$ cat config.mk
export PLATFORM = sky130hd
export DESIGN_NAME = umc_top
export DESIGN_NICKNAME = d
export VERILOG_FILES = /design/src/hw/umc_top.v
export VERILOG_INCLUDE_DIRS = /design/src /design/src/hw
export SDC_FILE = /design/constraint.sdc
export NUM_CORES = 1
export LEC_CHECK = 0
export ABC_AREA = 1
export BUFFER_PORTS_ARGS = -buffer_cell sky130_fd_sc_hd__buf_2
export CAP_MARGIN = 20
export CORE_UTILIZATION = 55
export CTS_CLUSTER_DIAMETER = 60
export DETAILED_ROUTE_END_ITERATION = 10
export GPL_TIMING_DRIVEN = 0
export PLACE_DENSITY = 0.95
export SYNTH_ARGS = -nofsm -noshare
export SYNTH_HDL_FRONTEND = slang
export SYNTH_SLANG_ARGS = --single-unit
$ cat constraint.sdc
create_clock -name I_CLK -period 6.9 [get_ports I_CLK]
set_input_delay 0.69 -clock I_CLK [delete_from_list [all_inputs] [get_ports I_CLK]]
set_output_delay 0.69 -clock I_CLK [all_outputs]
set_load 0.02 [all_outputs]
$ cat src/hw/umc_regs.vh
`ifndef UMC_REGS_VH
`define UMC_REGS_VH
// Register byte offsets
`define UMC_OFS_MODE 32'h400E_0604
`define UMC_OFS_IER 32'h400E_0608
`define UMC_OFS_IDR 32'h400E_060C
`define UMC_OFS_IMR 32'h400E_0610
`define UMC_OFS_SR 32'h400E_0614
// Control word offset, bit 8 clears error flags
`define UMC_OFS_CTRL 32'h400E_0600
`define UMC_CTRL_CLR_ERR 8
// Mode field positions
`define UMC_MR_OPTICAL_ENABLE 0
`define UMC_MR_RXINV 1
`define UMC_MR_MDINV 2
`define UMC_MR_FILTER 4
`define UMC_MR_PAR_LO 9
`define UMC_MR_PAR_HI 11
`define UMC_MR_CHM_LO 14
`define UMC_MR_CHM_HI 15
`define UMC_MR_DIV_LO 16
`define UMC_MR_DIV_HI 20
`define UMC_MR_DUTY_LO 24
`define UMC_MR_DUTY_HI 26
`define UMC_MR_CMP_LO 28
`define UMC_MR_CMP_HI 30
`define UMC_MR_RESET 32'h0013_0000
`define UMC_MR_WMASK 32'h771F_CE17
// Status bits
`define UMC_SR_RX_CHAR_AVAILABLE 0
`define UMC_SR_TX_HOLDING_FREE 1
`define UMC_SR_RX_DMA_TRANSFER_DONE 3
`define UMC_SR_TX_DMA_TRANSFER_DONE 4
`define UMC_SR_OVERRUN_FLAG 5
`define UMC_SR_FRAME 6
`define UMC_SR_CHECK_BIT_ERROR_FLAG 7
`define UMC_SR_TX_ALL_IDLE 9
`define UMC_SR_TX_DMA_BUFFER_EMPTY 11
`define UMC_SR_RX_DMA_BUFFER_FULL 12
`define UMC_IRQ_MASK 32'h0000_1AFB
// Channel modes
`define UMC_CHM_NORMAL 2'h0
`define UMC_CHM_ECHO 2'h1
`define UMC_CHM_LOCAL 2'h2
`define UMC_CHM_REMOTE 2'h3
// Check bit kinds
`define UMC_PAR_EVEN 3'h0
`define UMC_PAR_ODD 3'h1
`define UMC_PAR_SPACE 3'h2
`define UMC_PAR_MARK 3'h3
`define UMC_PAR_NONE 3'h4
// Modulation divider terms
`define UMC_DIV_OFFSET 6'h08
`define UMC_DIV_SHIFT 3
`define UMC_DUTY_STEPS 7'h10
`endif

$ cat src/hw/umc_top.v
// Implementation choice: the address-and-strobe port.
`timescale 1ns/1ps
`include "umc_regs.vh"
// How it works
// - Optical enable inverts transmit data before modulator
// - Receive invert flips comparator output
// - Modulator invert flips transmit pin drive in normal channel mode when optical enable is set
// - Filter enables two-of-three majority at 16x
// - Check bit field decodes even/odd/low/high/none
// - Modulation period is 8*(divider+8) PLL clocks
// - Duty code lowers high time by sixteenths
// - Threshold code forwarded to comparator
// - Enable write sets mask bits written one
// - Disable write clears mask bits written one
// - Mask read shows enabled sources
// - Receive available set on unread character
// - Receive available zero after read or disabled
// - Holding free zero when pending or disabled
// - DMA done flags mirror channel signals
// - Overrun sticky until error clear
// - Framing error sticky until error clear
// - Check bit error sticky until error clear
// - Error clear command clears three error flags
// - All idle only when holding and shifter empty
// - Local loop feeds transmitter to receiver
// - Echo and remote loop send receive to pin
module umc_top #(
	parameter DIV_W = 5
) (
	// Clock and reset
	input wire I_CLK,
	input wire I_NRST,
	// Register port
	input wire [31:0] I_ADDR,
	input wire [31:0] I_WDATA,
	input wire I_WR,
	input wire I_RD,
	output reg [31:0] O_RDATA,
	// Receiver and transmitter core status
	input wire I_RX_CHAR_LOADED,
	input wire I_RX_HOLD_READ,
	input wire I_RX_ENABLED,
	input wire I_TX_HOLD_PENDING,
	input wire I_TX_ENABLED,
	input wire I_TX_SHIFT_BUSY,
	input wire I_OVERRUN_EVT,
	input wire I_FRAMING_EVT,
	input wire I_CHECK_BIT_EVT,
	// DMA channel signals
	input wire I_RX_DMA_DONE,
	input wire I_TX_DMA_DONE,
	input wire I_TX_DMA_BUF_EMPTY,
	input wire I_RX_DMA_BUF_FULL,
	// Serial data paths
	input wire I_TX_CORE_DATA,
	output wire O_RX_CORE_DATA,
	output wire O_RX_SAMPLE_TICK_USED,
	input wire I_RX_SAMPLE_TICK,
	input wire I_SERIAL_RX_PIN,
	input wire I_COMPARATOR_OUT,
	output reg O_SERIAL_TX_PIN,
	// Optical link
	input wire I_PLL_SOURCE_CLOCK,
	output reg O_MODULATION_CLOCK,
	output wire [2:0] O_COMPARATOR_THRESHOLD_SELECT,
	output wire O_OPTICAL_ENABLE,
	// Mode decode
	output wire [2:0] O_CHECK_BIT_KIND,
	output wire O_CHECK_BIT_ENABLE,
	output wire O_CHECK_BIT_FORCED,
	output wire O_CHECK_BIT_FORCED_VALUE,
	output wire O_CHECK_BIT_ODD,
	output wire [1:0] O_CHANNEL_LOOP_SELECT,
	output wire O_TX_CORE_ENABLE,
	output wire O_RX_CORE_ENABLE,
	// Interrupt request
	output wire O_IRQ
);
	////////////////////////////////////////////////////////////////////////////////
	// Register port
	reg [31:0] mode_q;
	reg [31:0] mask_q;
	reg overrun_flag_q;
	reg frame_q;
	reg check_bit_error_flag_q;
	reg rx_char_available_q;
	wire [31:0] status;
	wire wr_mode = I_WR && (I_ADDR == `UMC_OFS_MODE);
	wire wr_ier = I_WR && (I_ADDR == `UMC_OFS_IER);
	wire wr_idr = I_WR && (I_ADDR == `UMC_OFS_IDR);
	wire clr_err = I_WR && (I_ADDR == `UMC_OFS_CTRL) && I_WDATA[`UMC_CTRL_CLR_ERR];

	always @(posedge I_CLK) begin
		if (!I_NRST) begin
			mode_q <= `UMC_MR_RESET;
			mask_q <= 32'h0000_0000;
		end else begin
			if (wr_mode) begin
				mode_q <= I_WDATA & `UMC_MR_WMASK;
			end
			if (wr_ier) begin
				mask_q <= mask_q | (I_WDATA & `UMC_IRQ_MASK);
			end else if (wr_idr) begin
				mask_q <= mask_q & ~(I_WDATA & `UMC_IRQ_MASK);
			end
		end
	end

	// Unmapped and write-only addresses read as zero
	always @(posedge I_CLK) begin
		if (!I_NRST) begin
			O_RDATA <= 32'h0000_0000;
		end else if (I_RD) begin
			case (I_ADDR)
				`UMC_OFS_MODE: O_RDATA <= mode_q;
				`UMC_OFS_IMR: O_RDATA <= mask_q;
				`UMC_OFS_SR: O_RDATA <= status;
				default: O_RDATA <= 32'h0000_0000;
			endcase
		end else begin
			O_RDATA <= 32'h0000_0000;
		end
	end

	////////////////////////////////////////////////////////////////////////////////
	// Status flags; set wins over clear, except receive disable, which clears receive available
	always @(posedge I_CLK) begin
		if (!I_NRST) begin
			overrun_flag_q <= 1'b0;
			frame_q <= 1'b0;
			check_bit_error_flag_q <= 1'b0;
			rx_char_available_q <= 1'b0;
		end else begin
			overrun_flag_q <= I_OVERRUN_EVT | (overrun_flag_q & ~clr_err);
			frame_q <= I_FRAMING_EVT | (frame_q & ~clr_err);
			check_bit_error_flag_q <= I_CHECK_BIT_EVT | (check_bit_error_flag_q & ~clr_err);
			if (!I_RX_ENABLED) begin
				rx_char_available_q <= 1'b0;
			end else begin
				rx_char_available_q <= I_RX_CHAR_LOADED | (rx_char_available_q & ~I_RX_HOLD_READ);
			end
		end
	end

	wire tx_holding_free = I_TX_ENABLED & ~I_TX_HOLD_PENDING;
	wire tx_all_idle = I_TX_ENABLED & ~I_TX_HOLD_PENDING & ~I_TX_SHIFT_BUSY;

	assign status = {19'h0_0000, I_RX_DMA_BUF_FULL, I_TX_DMA_BUF_EMPTY, 1'b0, tx_all_idle, 1'b0,
		check_bit_error_flag_q, frame_q, overrun_flag_q, I_TX_DMA_DONE, I_RX_DMA_DONE, 1'b0, tx_holding_free, rx_char_available_q};

	assign O_IRQ = |(status & mask_q);

	////////////////////////////////////////////////////////////////////////////////
	// Mode decode
	wire optical_enable = mode_q[`UMC_MR_OPTICAL_ENABLE];
	wire rx_inv = mode_q[`UMC_MR_RXINV];
	wire md_inv = mode_q[`UMC_MR_MDINV];
	wire filt_en = mode_q[`UMC_MR_FILTER];
	wire [2:0] par = mode_q[`UMC_MR_PAR_HI:`UMC_MR_PAR_LO];
	wire [1:0] chm = mode_q[`UMC_MR_CHM_HI:`UMC_MR_CHM_LO];
	wire [DIV_W-1:0] div_sel = mode_q[`UMC_MR_DIV_HI:`UMC_MR_DIV_LO];
	wire [2:0] duty = mode_q[`UMC_MR_DUTY_HI:`UMC_MR_DUTY_LO];

	assign O_CHECK_BIT_KIND = par;
	assign O_CHECK_BIT_ENABLE = (par <= `UMC_PAR_MARK);
	assign O_CHECK_BIT_FORCED = (par == `UMC_PAR_SPACE) | (par == `UMC_PAR_MARK);
	assign O_CHECK_BIT_FORCED_VALUE = (par == `UMC_PAR_MARK);
	assign O_CHECK_BIT_ODD = (par == `UMC_PAR_ODD);
	assign O_CHANNEL_LOOP_SELECT = chm;
	assign O_TX_CORE_ENABLE = (chm != `UMC_CHM_REMOTE);
	assign O_RX_CORE_ENABLE = (chm != `UMC_CHM_REMOTE);
	assign O_COMPARATOR_THRESHOLD_SELECT = mode_q[`UMC_MR_CMP_HI:`UMC_MR_CMP_LO];
	assign O_OPTICAL_ENABLE = optical_enable;

	////////////////////////////////////////////////////////////////////////////////
	// Receive line: three-stage synchroniser, then optional majority
	reg [2:0] pin_sync_q;
	reg [2:0] cmp_sync_q;
	reg pin_lvl_q;
	reg cmp_lvl_q;
	reg [2:0] maj_q;
	always @(posedge I_CLK) begin
		if (!I_NRST) begin
			pin_sync_q <= 3'h7;
			cmp_sync_q <= 3'h7;
			pin_lvl_q <= 1'b1;
			cmp_lvl_q <= 1'b1;
		end else begin
			pin_sync_q <= {pin_sync_q[1:0], I_SERIAL_RX_PIN};
			cmp_sync_q <= {cmp_sync_q[1:0], I_COMPARATOR_OUT};
			// Only accept a level once the two later stages agree
			if (pin_sync_q[1] == pin_sync_q[2]) begin
				pin_lvl_q <= pin_sync_q[2];
			end
			if (cmp_sync_q[1] == cmp_sync_q[2]) begin
				cmp_lvl_q <= cmp_sync_q[2];
			end
		end
	end

	wire cmp_data = cmp_lvl_q ^ rx_inv;
	wire line_in = optical_enable ? cmp_data : pin_lvl_q;

	// Samples are taken on the 16x tick from the baud generator
	always @(posedge I_CLK) begin
		if (!I_NRST) begin
			maj_q <= 3'h7;
		end else if (I_RX_SAMPLE_TICK) begin
			maj_q <= {maj_q[1:0], line_in};
		end
	end
	wire maj = (maj_q[0] & maj_q[1]) | (maj_q[1] & maj_q[2]) | (maj_q[0] & maj_q[2]);
	wire rx_line = filt_en ? maj : line_in;
	assign O_RX_SAMPLE_TICK_USED = filt_en;

	wire tx_stream = optical_enable ? ~I_TX_CORE_DATA : I_TX_CORE_DATA;
	assign O_RX_CORE_DATA = (chm == `UMC_CHM_LOCAL) ? I_TX_CORE_DATA : rx_line;

	////////////////////////////////////////////////////////////////////////////////
	// Modulation clock; PLL clock is sampled, so it must be well below I_CLK
	reg [2:0] pll_sync_q;
	reg [8:0] mod_cnt_q;
	wire pll_rise = pll_sync_q[1] & ~pll_sync_q[2];
	// Period 8*(div+8); high time = period*(8-duty)/16
	wire [8:0] period = {({1'b0, div_sel} + `UMC_DIV_OFFSET), 3'b000};
	wire [3:0] duty_num = 4'h8 - {1'b0, duty};
	wire [12:0] hi_prod = period * duty_num;
	wire [8:0] hi_time = hi_prod[12:4];
	always @(posedge I_CLK) begin
		if (!I_NRST) begin
			pll_sync_q <= 3'h0;
			mod_cnt_q <= 9'h000;
			O_MODULATION_CLOCK <= 1'b0;
		end else begin
			pll_sync_q <= {pll_sync_q[1:0], I_PLL_SOURCE_CLOCK};
			if (pll_rise) begin
				if (mod_cnt_q >= period - 9'h001) begin
					mod_cnt_q <= 9'h000;
				end else begin
					mod_cnt_q <= mod_cnt_q + 9'h001;
				end
				O_MODULATION_CLOCK <= (mod_cnt_q < hi_time);
			end
		end
	end

	// Logical 1 modulates, logical 0 idles high
	wire mod_data = optical_enable ? (tx_stream | O_MODULATION_CLOCK) : tx_stream;
	wire mod_out = optical_enable ? (mod_data ^ md_inv) : mod_data;

	////////////////////////////////////////////////////////////////////////////////
	// Transmit pin by channel mode
	always @(posedge I_CLK) begin
		if (!I_NRST) begin
			O_SERIAL_TX_PIN <= 1'b1;
		end else begin
			case (chm)
				`UMC_CHM_NORMAL: O_SERIAL_TX_PIN <= mod_out;
				`UMC_CHM_ECHO: O_SERIAL_TX_PIN <= rx_line;
				`UMC_CHM_LOCAL: O_SERIAL_TX_PIN <= 1'b1;
				`UMC_CHM_REMOTE: O_SERIAL_TX_PIN <= rx_line;
				default: O_SERIAL_TX_PIN <= 1'b1;
			endcase
		end
	end
endmodule
==> results of run 1 <==
[metrics by stage]
stage | instance area [µm²] | hold slack (ns) | utilization (%)
after floorplan | 4970 | 0.390 | -
after global routing | 5950 | 0.445 | 68.3
after detailed placement | 5720 | 0.401 | 65.6
final | 5950 | 0.426 | 68.3
after CTS | 5950 | 0.421 | 68.3
after global placement | 5720 | 0.392 | 65.6
[synth_stat cells, types with 2 or more instances]
cell type	instances
nand3_1	52
dfxtp_1	84
clkinv_1	2
nand3_2	12
buf_1	2
ha_1	32
a22o_1	2
nor2_1	74
dlygate4sd1_1	2
a21oi_2	10
a221oi_1	2
buf_6	3
nor2_2	8
nor3_1	11
clkbuf_8	2
buf_4	17
buf_2	4
o21ai_0	13
a21oi_1	37
nor2_4	4
inv_2	5
nand4_1	3
nand2_1	124
nand2_4	5
nor3_2	6
fa_1	8
nand2_2	7
xnor2_1	7
xor2_1	8
nor2_8	3
inv_1	68
or2_2	7
[final timing paths]
| kind | cells past startpoint | to | slack, ns | startpoint |
|---|---|---|---|---|
| setup / recovery | 20 | O_MODULATION_CLOCK$_SDFFE_PN0P_ | 2.25 | mode_q[24]$_SDFFE_PN0P_ |
| hold / removal | 2 | pll_sync_q[1]$_SDFF_PN0_ | 0.43 | pll_sync_q[0]$_SDFF_PN0_ |
| setup reg to reg | 20 | O_MODULATION_CLOCK$_SDFFE_PN0P_ | 2.25 | mode_q[24]$_SDFFE_PN0P_ |
| hold reg to reg | 2 | pll_sync_q[1]$_SDFF_PN0_ | 0.43 | pll_sync_q[0]$_SDFF_PN0_ |
[cell usage in the layout, fill, tap and decap left out, types with 3 or more instances in the layout]
master,synthesis,routed
buf_6,3,3
buf_2,4,127
nand3_1,52,52
inv_2,5,5
nor3_2,6,6
ha_1,32,32
or2_2,7,7
nand2_4,5,5
dfxtp_1,84,84
inv_1,68,68
nor2_1,74,74
nand2_1,124,124
nor2_8,3,3
clkbuf_8,2,12
a21oi_1,37,37
o21ai_0,13,13
conb_1,1,7
a21oi_2,10,10
fa_1,8,8
nand4_1,3,3
xnor2_1,7,7
nand3_2,12,12
nor3_1,11,11
nor2_2,8,8
buf_4,17,17
nor2_4,4,4
xor2_1,8,8
nand2_2,7,7
[metal layers]
metal	vias up	global-route usage, %	wire, µm
met5	-	0	0
met4	0	8.73	293
met3	28	6.65	846
met2	191	45.3	5760
met1	2044	32.0	4940
li1	2307	-	-
[critical path, stage by stage, from the launching register on]
cell and delay [ns]:
dfxtp_1 0.47, inv_1 0.13, ha_1 0.22, xor2_1 0.22, or2_2 0.33, fa_1 0.51, inv_1 0.06, fa_1 0.56
inv_1 0.07, fa_1 0.46, o21ai_0 0.30, nand2_1 0.09, nand2_1 0.08, a21oi_1 0.07, xor2_1 0.15, ha_1 0.28
nand2_1 0.07, nor2_1 0.13, o211ai_1 0.11, o2111ai_1 0.12, a21oi_1 0.10
[cells by family (layout without fill, tap and decap cells)]
| logic type | count (synthesis) | in the layout | share of synthesized area [%] |
|---|---|---|---|
| AO/OA/AOI/OAI | 69 | 69 | 8.37 |
| XOR/XNOR | 15 | 15 | 2.66 |
| adder cells (fa/ha/maj) | 41 | 41 | 11.5 |
| buffers and inverters | 108 | 247 | 11.0 |
| flip-flops | 84 | 84 | 34.0 |
| other | 1 | 7 | 0.0758 |
| AND/OR/NAND/NOR | 320 | 320 | 32.3 |
[power by group through the flow]
stage | clock network [mW] | registers (mW) | logic [mW]
after floorplan | 0 | 0.505 | 0.0347
after global placement | 0 | 0.505 | 0.0690
after detailed placement | 0 | 0.505 | 0.0704
after CTS | 0.409 | 0.494 | 0.0708
after global routing | 0.432 | 0.495 | 0.0777
final | 0.407 | 0.494 | 0.0715
[layout make-up]
cell class,count,area share [%]
inverter,76,4.83
clock buffer,10,2.31
timing repair buffer,123,10.3
multi-input combinational,452,46.0
buffer,32,4.33
sequential,84,28.2
clock inverter,6,1.62
tap,108,2.27
==> results.toml, run 1 <==
[yosys]
syn_inst = 638
synth_area_leader_cell = "dfxtp_1"
synthArstFlopShare_pct = 0
ys_top_cells_by_area = "dfxtp_1, nand2_1, ha_1, nor2_1, nand3_1"
yosysUniqueCellTypes = 46
synth_top_cell_area_share_pct = 34.0
ys_seq_area_share_pct = 34.0
yosys_register_bits = 84
synth_ff_type = "dfxtp_1"
syn-cell-area_mm2 = 0.00495
synth_edf_count = 0
ys_warn_count = 0
synth.avg_cell_area_um2 = 7.75

[sta]
maxSlewHeadroom_pct = 56.3
fin_crit_ns = 4.65
timing.fmax_ghz = 0.215
setup_violations = 0
clock_skew_ns = 0.0131
setup_slack_ns = 2.25
hold_viol_final = 0
rsz0062_at_grt = "no"
drv_slew = 0
setup_tns_ns = 0
fin_crit_sh_pct = 67.4
worst_slew_pin_slew_ns = 0.655

[final_layout]
seq_area_mm2 = 0.00168
layout.nets = 904
area_delta_synth_final_pct = 20.4
diodes = 0
multi_input_area_mm2 = 0.00274
final.fill_count = 715
drive_above_1_share_pct = 30.1
instances_no_fill = 891

[drt]
wl_per_cell_um = 13.3
routed_via_density = 5.13
final_antenna_net_count = 0
first_iter_violations = 209
drc = 0
vias = 4570
firstDrtPassIters = 5
drt_wl_total_um = 11800

[cts]
post_cts.repair.setup_buffers = 0
cts_root_buf = "clkbuf_8"
cts_resized = 0
cts_sinks = 84
cts_inserted_buffers = 9
htreeDepth = 3
path_clk_slew_ns = 0.10
cts_tree = "yes"
clockBufferDepth = 2
hold_buffers = 0
clock_latency_ns = 0.37

[grt]
antenna_found_initial = 0
grt_max_degree = 16
grt_pass1_vias = 4361
gr-total-overflow = 0
grt_pass1_wl_um = 20100
grt.total_usage_pct = 26.3

[power_and_ir_drop]
p_comb_share_pct = 7.4
clkPwrFrac_pct = 41.8
seq_power_share_pct = 50.8
total_power_uw = 972
swShare_pct = 24.1
switchingPower_uw = 234
power.leakage_nw = 2.97
peakVddDrop_mv = 0.150
p_per_area_mw_per_mm2 = 163
intPower_uw = 738

[job]
cap_violations = 0

[floorplan]
initial_utilization_pct = 56.7
dieArea_mm2 = 0.00938
dieWidth_um = 96.8
ioPinCount = 138
num_rows = 34
die_h_um = 96.8
core_area_mm2 = 0.00872

[placement]
place_congestion = 0.919
io_buffers = 123
placed_cells = 875
place_ws_ns = 2.27
hpwlAfterDp_um = 9100

[setup_path]
crit_type = "reg2reg"
crit_fanout = 7
cp.arrival_ns = 4.90
worstSetupEndpointType = "flop"
required_ns = 7.15
start_kind = "flop"

[worst_hold_path]
hp-class = "reg2reg"

[status]
outcome = "complete, no violations"
Note: power is estimated with default switching activity, not from simulation.
==> run 2: changes to the inputs <==
--- a/config.mk
+++ b/config.mk
@@ -9,11 +9,11 @@
 export ABC_AREA = 1
 export BUFFER_PORTS_ARGS = -buffer_cell sky130_fd_sc_hd__buf_2
 export CAP_MARGIN = 20
-export CORE_UTILIZATION = 55
+export CORE_UTILIZATION = 53
 export CTS_CLUSTER_DIAMETER = 60
 export DETAILED_ROUTE_END_ITERATION = 10
 export GPL_TIMING_DRIVEN = 0
-export PLACE_DENSITY = 0.95
+export PLACE_DENSITY = 0.93
 export SYNTH_ARGS = -nofsm -noshare
 export SYNTH_HDL_FRONTEND = slang
 export SYNTH_SLANG_ARGS = --single-unit
==> constraint.sdc (replaced) <==
create_clock -name I_CLK -period 4.7 [get_ports I_CLK]
set_input_delay 0.47 -clock I_CLK [delete_from_list [all_inputs] [get_ports I_CLK]]
set_output_delay 0.47 -clock I_CLK [all_outputs]
set_load 0.02 [all_outputs]
==> results.toml, run 2 (synthesis results as in run 1) <==
[drt]
drt_wl_total_um = 12300
drc = 0
wl_per_cell_um = 13.8
firstDrtPassIters = 5
first_iter_violations = 238
routed_via_density = 5.24
final_antenna_net_count = 0
vias = 4665

[power_and_ir_drop]
total_power_mw = 1.40
peakVddDrop_mv = 0.186
power.leakage_nw = 2.97
p_per_area_mw_per_mm2 = 235

[placement]
io_buffers = 123
postPlaceCellArea_mm2 = 0.00572
placed_cells = 875
hpwlAfterDp_um = 9370
place_congestion = 0.862
place_ws_ns = 0.0493

[sta]
hold_viol_final = 0
maxSlewHeadroom_pct = 58.6
holdWs_ns = 0.286
clock_skew_ns = 0.00782
fin_crit_ns = 4.44
setup_violations = 0
fin_crit_sh_pct = 94.5
drv_slew = 0
setup_slack_ns = 0.258
worst_slew_pin_slew_ns = 0.622
setup_tns_ns = 0
timing.fmax_ghz = 0.225

[setup_path]
r2r-start = "mode_q[24]$_SDFFE_PN0P_"
crit_type = "reg2reg"
cp-startpoint = "mode_q[24]$_SDFFE_PN0P_"
r2r_setup_slack_ns = 0.26
cp.arrival_ns = 4.68
timing.rr.end = "O_MODULATION_CLOCK$_SDFFE_PN0P_"
required_ns = 4.94
worstSetupEndpointType = "flop"
crit_fanout = 7
endpoint = "O_MODULATION_CLOCK$_SDFFE_PN0P_"
rr_worst_depth = 20
start_kind = "flop"
crit_chain = "inv_1 -> ha_1 -> xor2_2 -> or2_2 -> fa_1 -> inv_1 -> fa_1 -> inv_1 -> fa_1 -> o21ai_2 -> nand2_1 -> nand2_1 -> a21oi_1 -> xor2_1 -> ha_1 -> nand2_1 -> nor2_1 -> o211ai_1 -> o2111ai_1 -> a21oi_1"
critPathMaxStageDelay_ns = 0.56
crit_slowest_cell = "fa_1"

[grt]
grt.total_usage_pct = 26.3
antenna_found_initial = 0
grt_pass1_vias = 4518
grt_pass1_wl_um = 20200
grt_max_degree = 14
gr-total-overflow = 0

[cts]
cts_sinks = 84
htreeDepth = 3
clockBufferDepth = 2
hold_buffers = 0
cts_root_buf = "clkbuf_8"
cts_inserted_buffers = 9
path_clk_slew_ns = 0.08
cts_tree = "yes"
clock_latency_ns = 0.36

[floorplan]
die_h_um = 98.6
core_area_mm2 = 0.00889
ioPinCount = 138
dieArea_mm2 = 0.00972
dieWidth_um = 98.6
initial_utilization_pct = 55.6
num_rows = 34

[final_layout]
instances_no_fill = 890
drive_above_1_share_pct = 30.3
diodes = 0
most-common-layout-cells = "buf_2, nand2_1, dfxtp_1"
area_delta_synth_final_pct = 20.2
layout.nets = 904
finalInstanceArea_mm2 = 0.00595
layout_commonest_cell = "buf_2"
final_core_util_pct = 66.9

[status]
outcome = "complete, no violations"

[worst_hold_path]
hp-class = "in2reg"
hold_path_depth = 2

[job]
cap_violations = 0
[run 2: repair_timing]
action / 4_1_cts / 5_1_grt
setup buffers: 0 / 0
gates resized for setup: 0 / 4
setup endpoints to repair: 0 / 1
[run 2: worst min-delay path by stage]
stage | startpoint | to | slack (ns)
after floorplan | pll_sync_q[0]$_SDFF_PN0_ | pll_sync_q[1]$_SDFF_PN0_ | 0.39
after global placement | pll_sync_q[0]$_SDFF_PN0_ | pll_sync_q[1]$_SDFF_PN0_ | 0.39
after detailed placement | cmp_sync_q[0]$_SDFF_PN1_ | cmp_sync_q[1]$_SDFF_PN1_ | 0.40
after CTS | I_SERIAL_RX_PIN | pin_sync_q[0]$_SDFF_PN1_ | 0.28
after global routing | I_SERIAL_RX_PIN | pin_sync_q[0]$_SDFF_PN1_ | 0.29
final | I_SERIAL_RX_PIN | pin_sync_q[0]$_SDFF_PN1_ | 0.29
[run 2: cell type report]
cell class / instances / area [µm²]
inverters: 76 / 288
plain buffers: 32 / 258
flip-flops and latches: 84 / 1680
fillers: 731 / 2940
well taps: 108 / 135
clock inverters: 4 / 73.8
multi-input cells: 452 / 2750
clock buffers: 11 / 141
repair buffers: 123 / 616
[run 2: worst max-delay path, delay by kind of cell (launching register included)]
kind                       cells  cell delay, ns
xor gates and xnor gates       2            0.36
DFF                            1            0.40
adders and majority gates      5            2.05
and+or+nand+nor                5            0.68
AOI/OAI and AO/OA              5            0.60
buffers and inverters          3            0.23
[run 2: power breakdown]
part	leakage, nW	switching [mW]	internal (mW)
Sequential	0.681	0.00516	0.719
Combinational	2.18	0.0610	0.0443
Clock	0.109	0.255	0.311
Total	2.97	0.321	1.07
[run 2: metal layers]
metal  vias to the layer above  GRT usage, %  wire (µm)
met4                         0          11.3        374
met5                         -             0          0
met1                      2105          30.2       4830
li1                       2298             -          -
met2                       224          47.0       6040
met3                        38          6.03       1020
==> run 3: changes to the inputs <==
--- a/config.mk
+++ b/config.mk
@@ -6,10 +6,9 @@
 export SDC_FILE = /design/constraint.sdc
 export NUM_CORES = 1
 export LEC_CHECK = 0
-export ABC_AREA = 1
 export BUFFER_PORTS_ARGS = -buffer_cell sky130_fd_sc_hd__buf_2
 export CAP_MARGIN = 20
-export CORE_UTILIZATION = 53
+export CORE_UTILIZATION = 52
 export CTS_CLUSTER_DIAMETER = 60
 export DETAILED_ROUTE_END_ITERATION = 10
 export GPL_TIMING_DRIVEN = 0
==> results.toml, run 3 <==
[cts]
cts_root_buf = "clkbuf_8"
htreeDepth = 3
clockBufferDepth = 2
cts_sinks = 84
path_clk_slew_ns = 0.10
clock_latency_ns = 0.38
cts_inserted_buffers = 9
cts_tree = "yes"

[final_layout]
drive_above_1_share_pct = 27.8
diodes = 0
instances_no_fill = 749
layout.nets = 765
most-common-layout-cells = "buf_2, dfxtp_1, nand2_1"
area_delta_synth_final_pct = 22.7
finalInstanceArea_mm2 = 0.00562
layout_commonest_cell = "buf_2"

[setup_path]
cp_top_family = "adder cells"
crit_slowest_cell = "fa_1"
worstSetupEndpointType = "flop"
critPathMaxStageDelay_ns = 0.57
path_buf_inv = 3
crit_fanout = 8
crit_type = "reg2reg"
required_ns = 5.00
crit_chain = "inv_1 -> ha_2 -> xnor2_2 -> nand2_1 -> fa_1 -> inv_1 -> fa_1 -> inv_1 -> fa_1 -> nand2b_1 -> a21boi_2 -> o21ai_2 -> and3_1 -> nor4_4 -> ha_1 -> and3_1 -> o2111ai_1 -> a21oi_1 -> o32ai_1"
cp.arrival_ns = 4.76
start_kind = "flop"

[power_and_ir_drop]
total_power_mw = 1.38
power.leakage_nw = 2.64
peakVddDrop_mv = 0.244
p_per_area_mw_per_mm2 = 246

[yosys]
synth.most_common_cell = "dfxtp_1"
ys_top_cells_by_area = "dfxtp_1, ha_1, mux2i_1, fa_1, nand2_1"
synthArstFlopShare_pct = 0
ys_seq_area_share_pct = 36.7
ys_warn_count = 0
synth_area_leader_cell = "dfxtp_1"
synth_common_cells = "dfxtp_1, nand2_1, nor2_1"
syn_inst = 498
synth_edf_count = 0
synth_ff_type = "dfxtp_1"
yosys_register_bits = 84
yosysUniqueCellTypes = 52
syn-cell-area_mm2 = 0.00458
synth_top_cell_area_share_pct = 36.7
synth.avg_cell_area_um2 = 9.20

[floorplan]
core_area_mm2 = 0.00838
dieArea_mm2 = 0.00919
initial_utilization_pct = 54.7
ioPinCount = 138
num_rows = 33
die_h_um = 95.9
dieWidth_um = 95.9

[drt]
first_iter_violations = 228
routed_via_density = 5.50
vias = 4117
wl_per_cell_um = 15.7
drt_wl_total_um = 11800
firstDrtPassIters = 6
drc = 0
final_antenna_net_count = 0

[sta]
timing.fmax_ghz = 0.224
drv_slew = 0
clock_skew_ns = 0.0159
setup_tns_ns = 0
rsz0062_at_grt = "no"
hold_viol_final = 0
fin_crit_sh_pct = 95.0
fin_crit_ns = 4.46
setup_violations = 0
worst_slew_pin_slew_ns = 0.708
maxSlewHeadroom_pct = 52.4

[grt]
grt_pass1_wl_um = 18100
grt_pass1_vias = 3799
grt.total_usage_pct = 25.7
gr-total-overflow = 0
antenna_found_initial = 0
grt_max_degree = 18

[placement]
io_buffers = 123
placed_cells = 732
hpwlAfterDp_um = 8800
place_congestion = 0.982
postPlaceCellArea_mm2 = 0.00535

[worst_hold_path]
hp-class = "in2reg"

[job]
cap_violations = 0

[status]
outcome = "complete, no violations"
## run 3: metal layers
metal / up-vias / wire length, µm / global-route usage, %
li1: 1980 / - / -
met1: 1937 / 4910 / 32.4
met5: - / 0 / 0
met3: 43 / 607 / 5.37
met4: 0 / 405 / 11.4
met2: 157 / 5870 / 42.3
## run 3: repair_timing
item / CTS / global route
endpoints found under the setup margin: 1 / 1
resized for setup: 4 / 9
setup buffers: 1 / 0
hold buffers: 0 / 0
pin swaps: 1 / 3
## run 3: where the power goes
part	leakage, nW	internal, mW	switching (mW)
Combinational	1.85	0.0433	0.0507
Clock	0.107	0.260	0.305
Sequential	0.681	0.717	0.00540
## run 3: cell families (layout without fill, tap and decap cells)
logic type | Yosys count | in the layout | share of synthesized area, %
AND/OR/NAND/NOR | 197 | 197 | 24.4
multiplexers | 33 | 33 | 7.21
flip-flops | 84 | 84 | 36.7
buffers and inverters | 62 | 202 | 6.94
XOR/XNOR | 17 | 17 | 3.25
AO/OA/AOI/OAI | 63 | 63 | 8.93
adder cells (fa/ha/maj) | 41 | 41 | 12.5
other | 1 | 7 | 0.0818
## run 3: final timing paths
check                                              start                               to  slack (ns)  cells after the start
worst max-delay path             mode_q[24]$_SDFFE_PN0P_  O_MODULATION_CLOCK$_SDFFE_PN0P_        0.24                     19
worst min register to register  cmp_sync_q[0]$_SDFF_PN1_         cmp_sync_q[1]$_SDFF_PN1_        0.42                      1
worst min-delay path                     I_SERIAL_RX_PIN         pin_sync_q[0]$_SDFF_PN1_        0.26                      2
worst max register to register   mode_q[24]$_SDFFE_PN0P_  O_MODULATION_CLOCK$_SDFFE_PN0P_        0.24                     19
## run 3: layout make-up
cell class                      instances  area (µm²)
Fill cell                             633        2760
Inverter                               27         101
Timing Repair Buffer                  124         623
Multi-Input combinational cell        358        2650
Clock buffer                            9         124
Buffer                                 35         216
Clock inverter                          7        93.8
Sequential cell                        84        1690
Tap cell                              105         131
## run 3: through the flow
stage | hold WS (ns) | util [%] | setup WS (ns)
floorplan | 0.386 | - | 0.333
global placement | 0.391 | 63.8 | -0.130
detailed placement | 0.396 | 63.8 | -0.330
CTS | 0.266 | 66.7 | 0.0329
global route | 0.265 | 67.1 | 0.0515
finish | 0.262 | 67.1 | 0.236
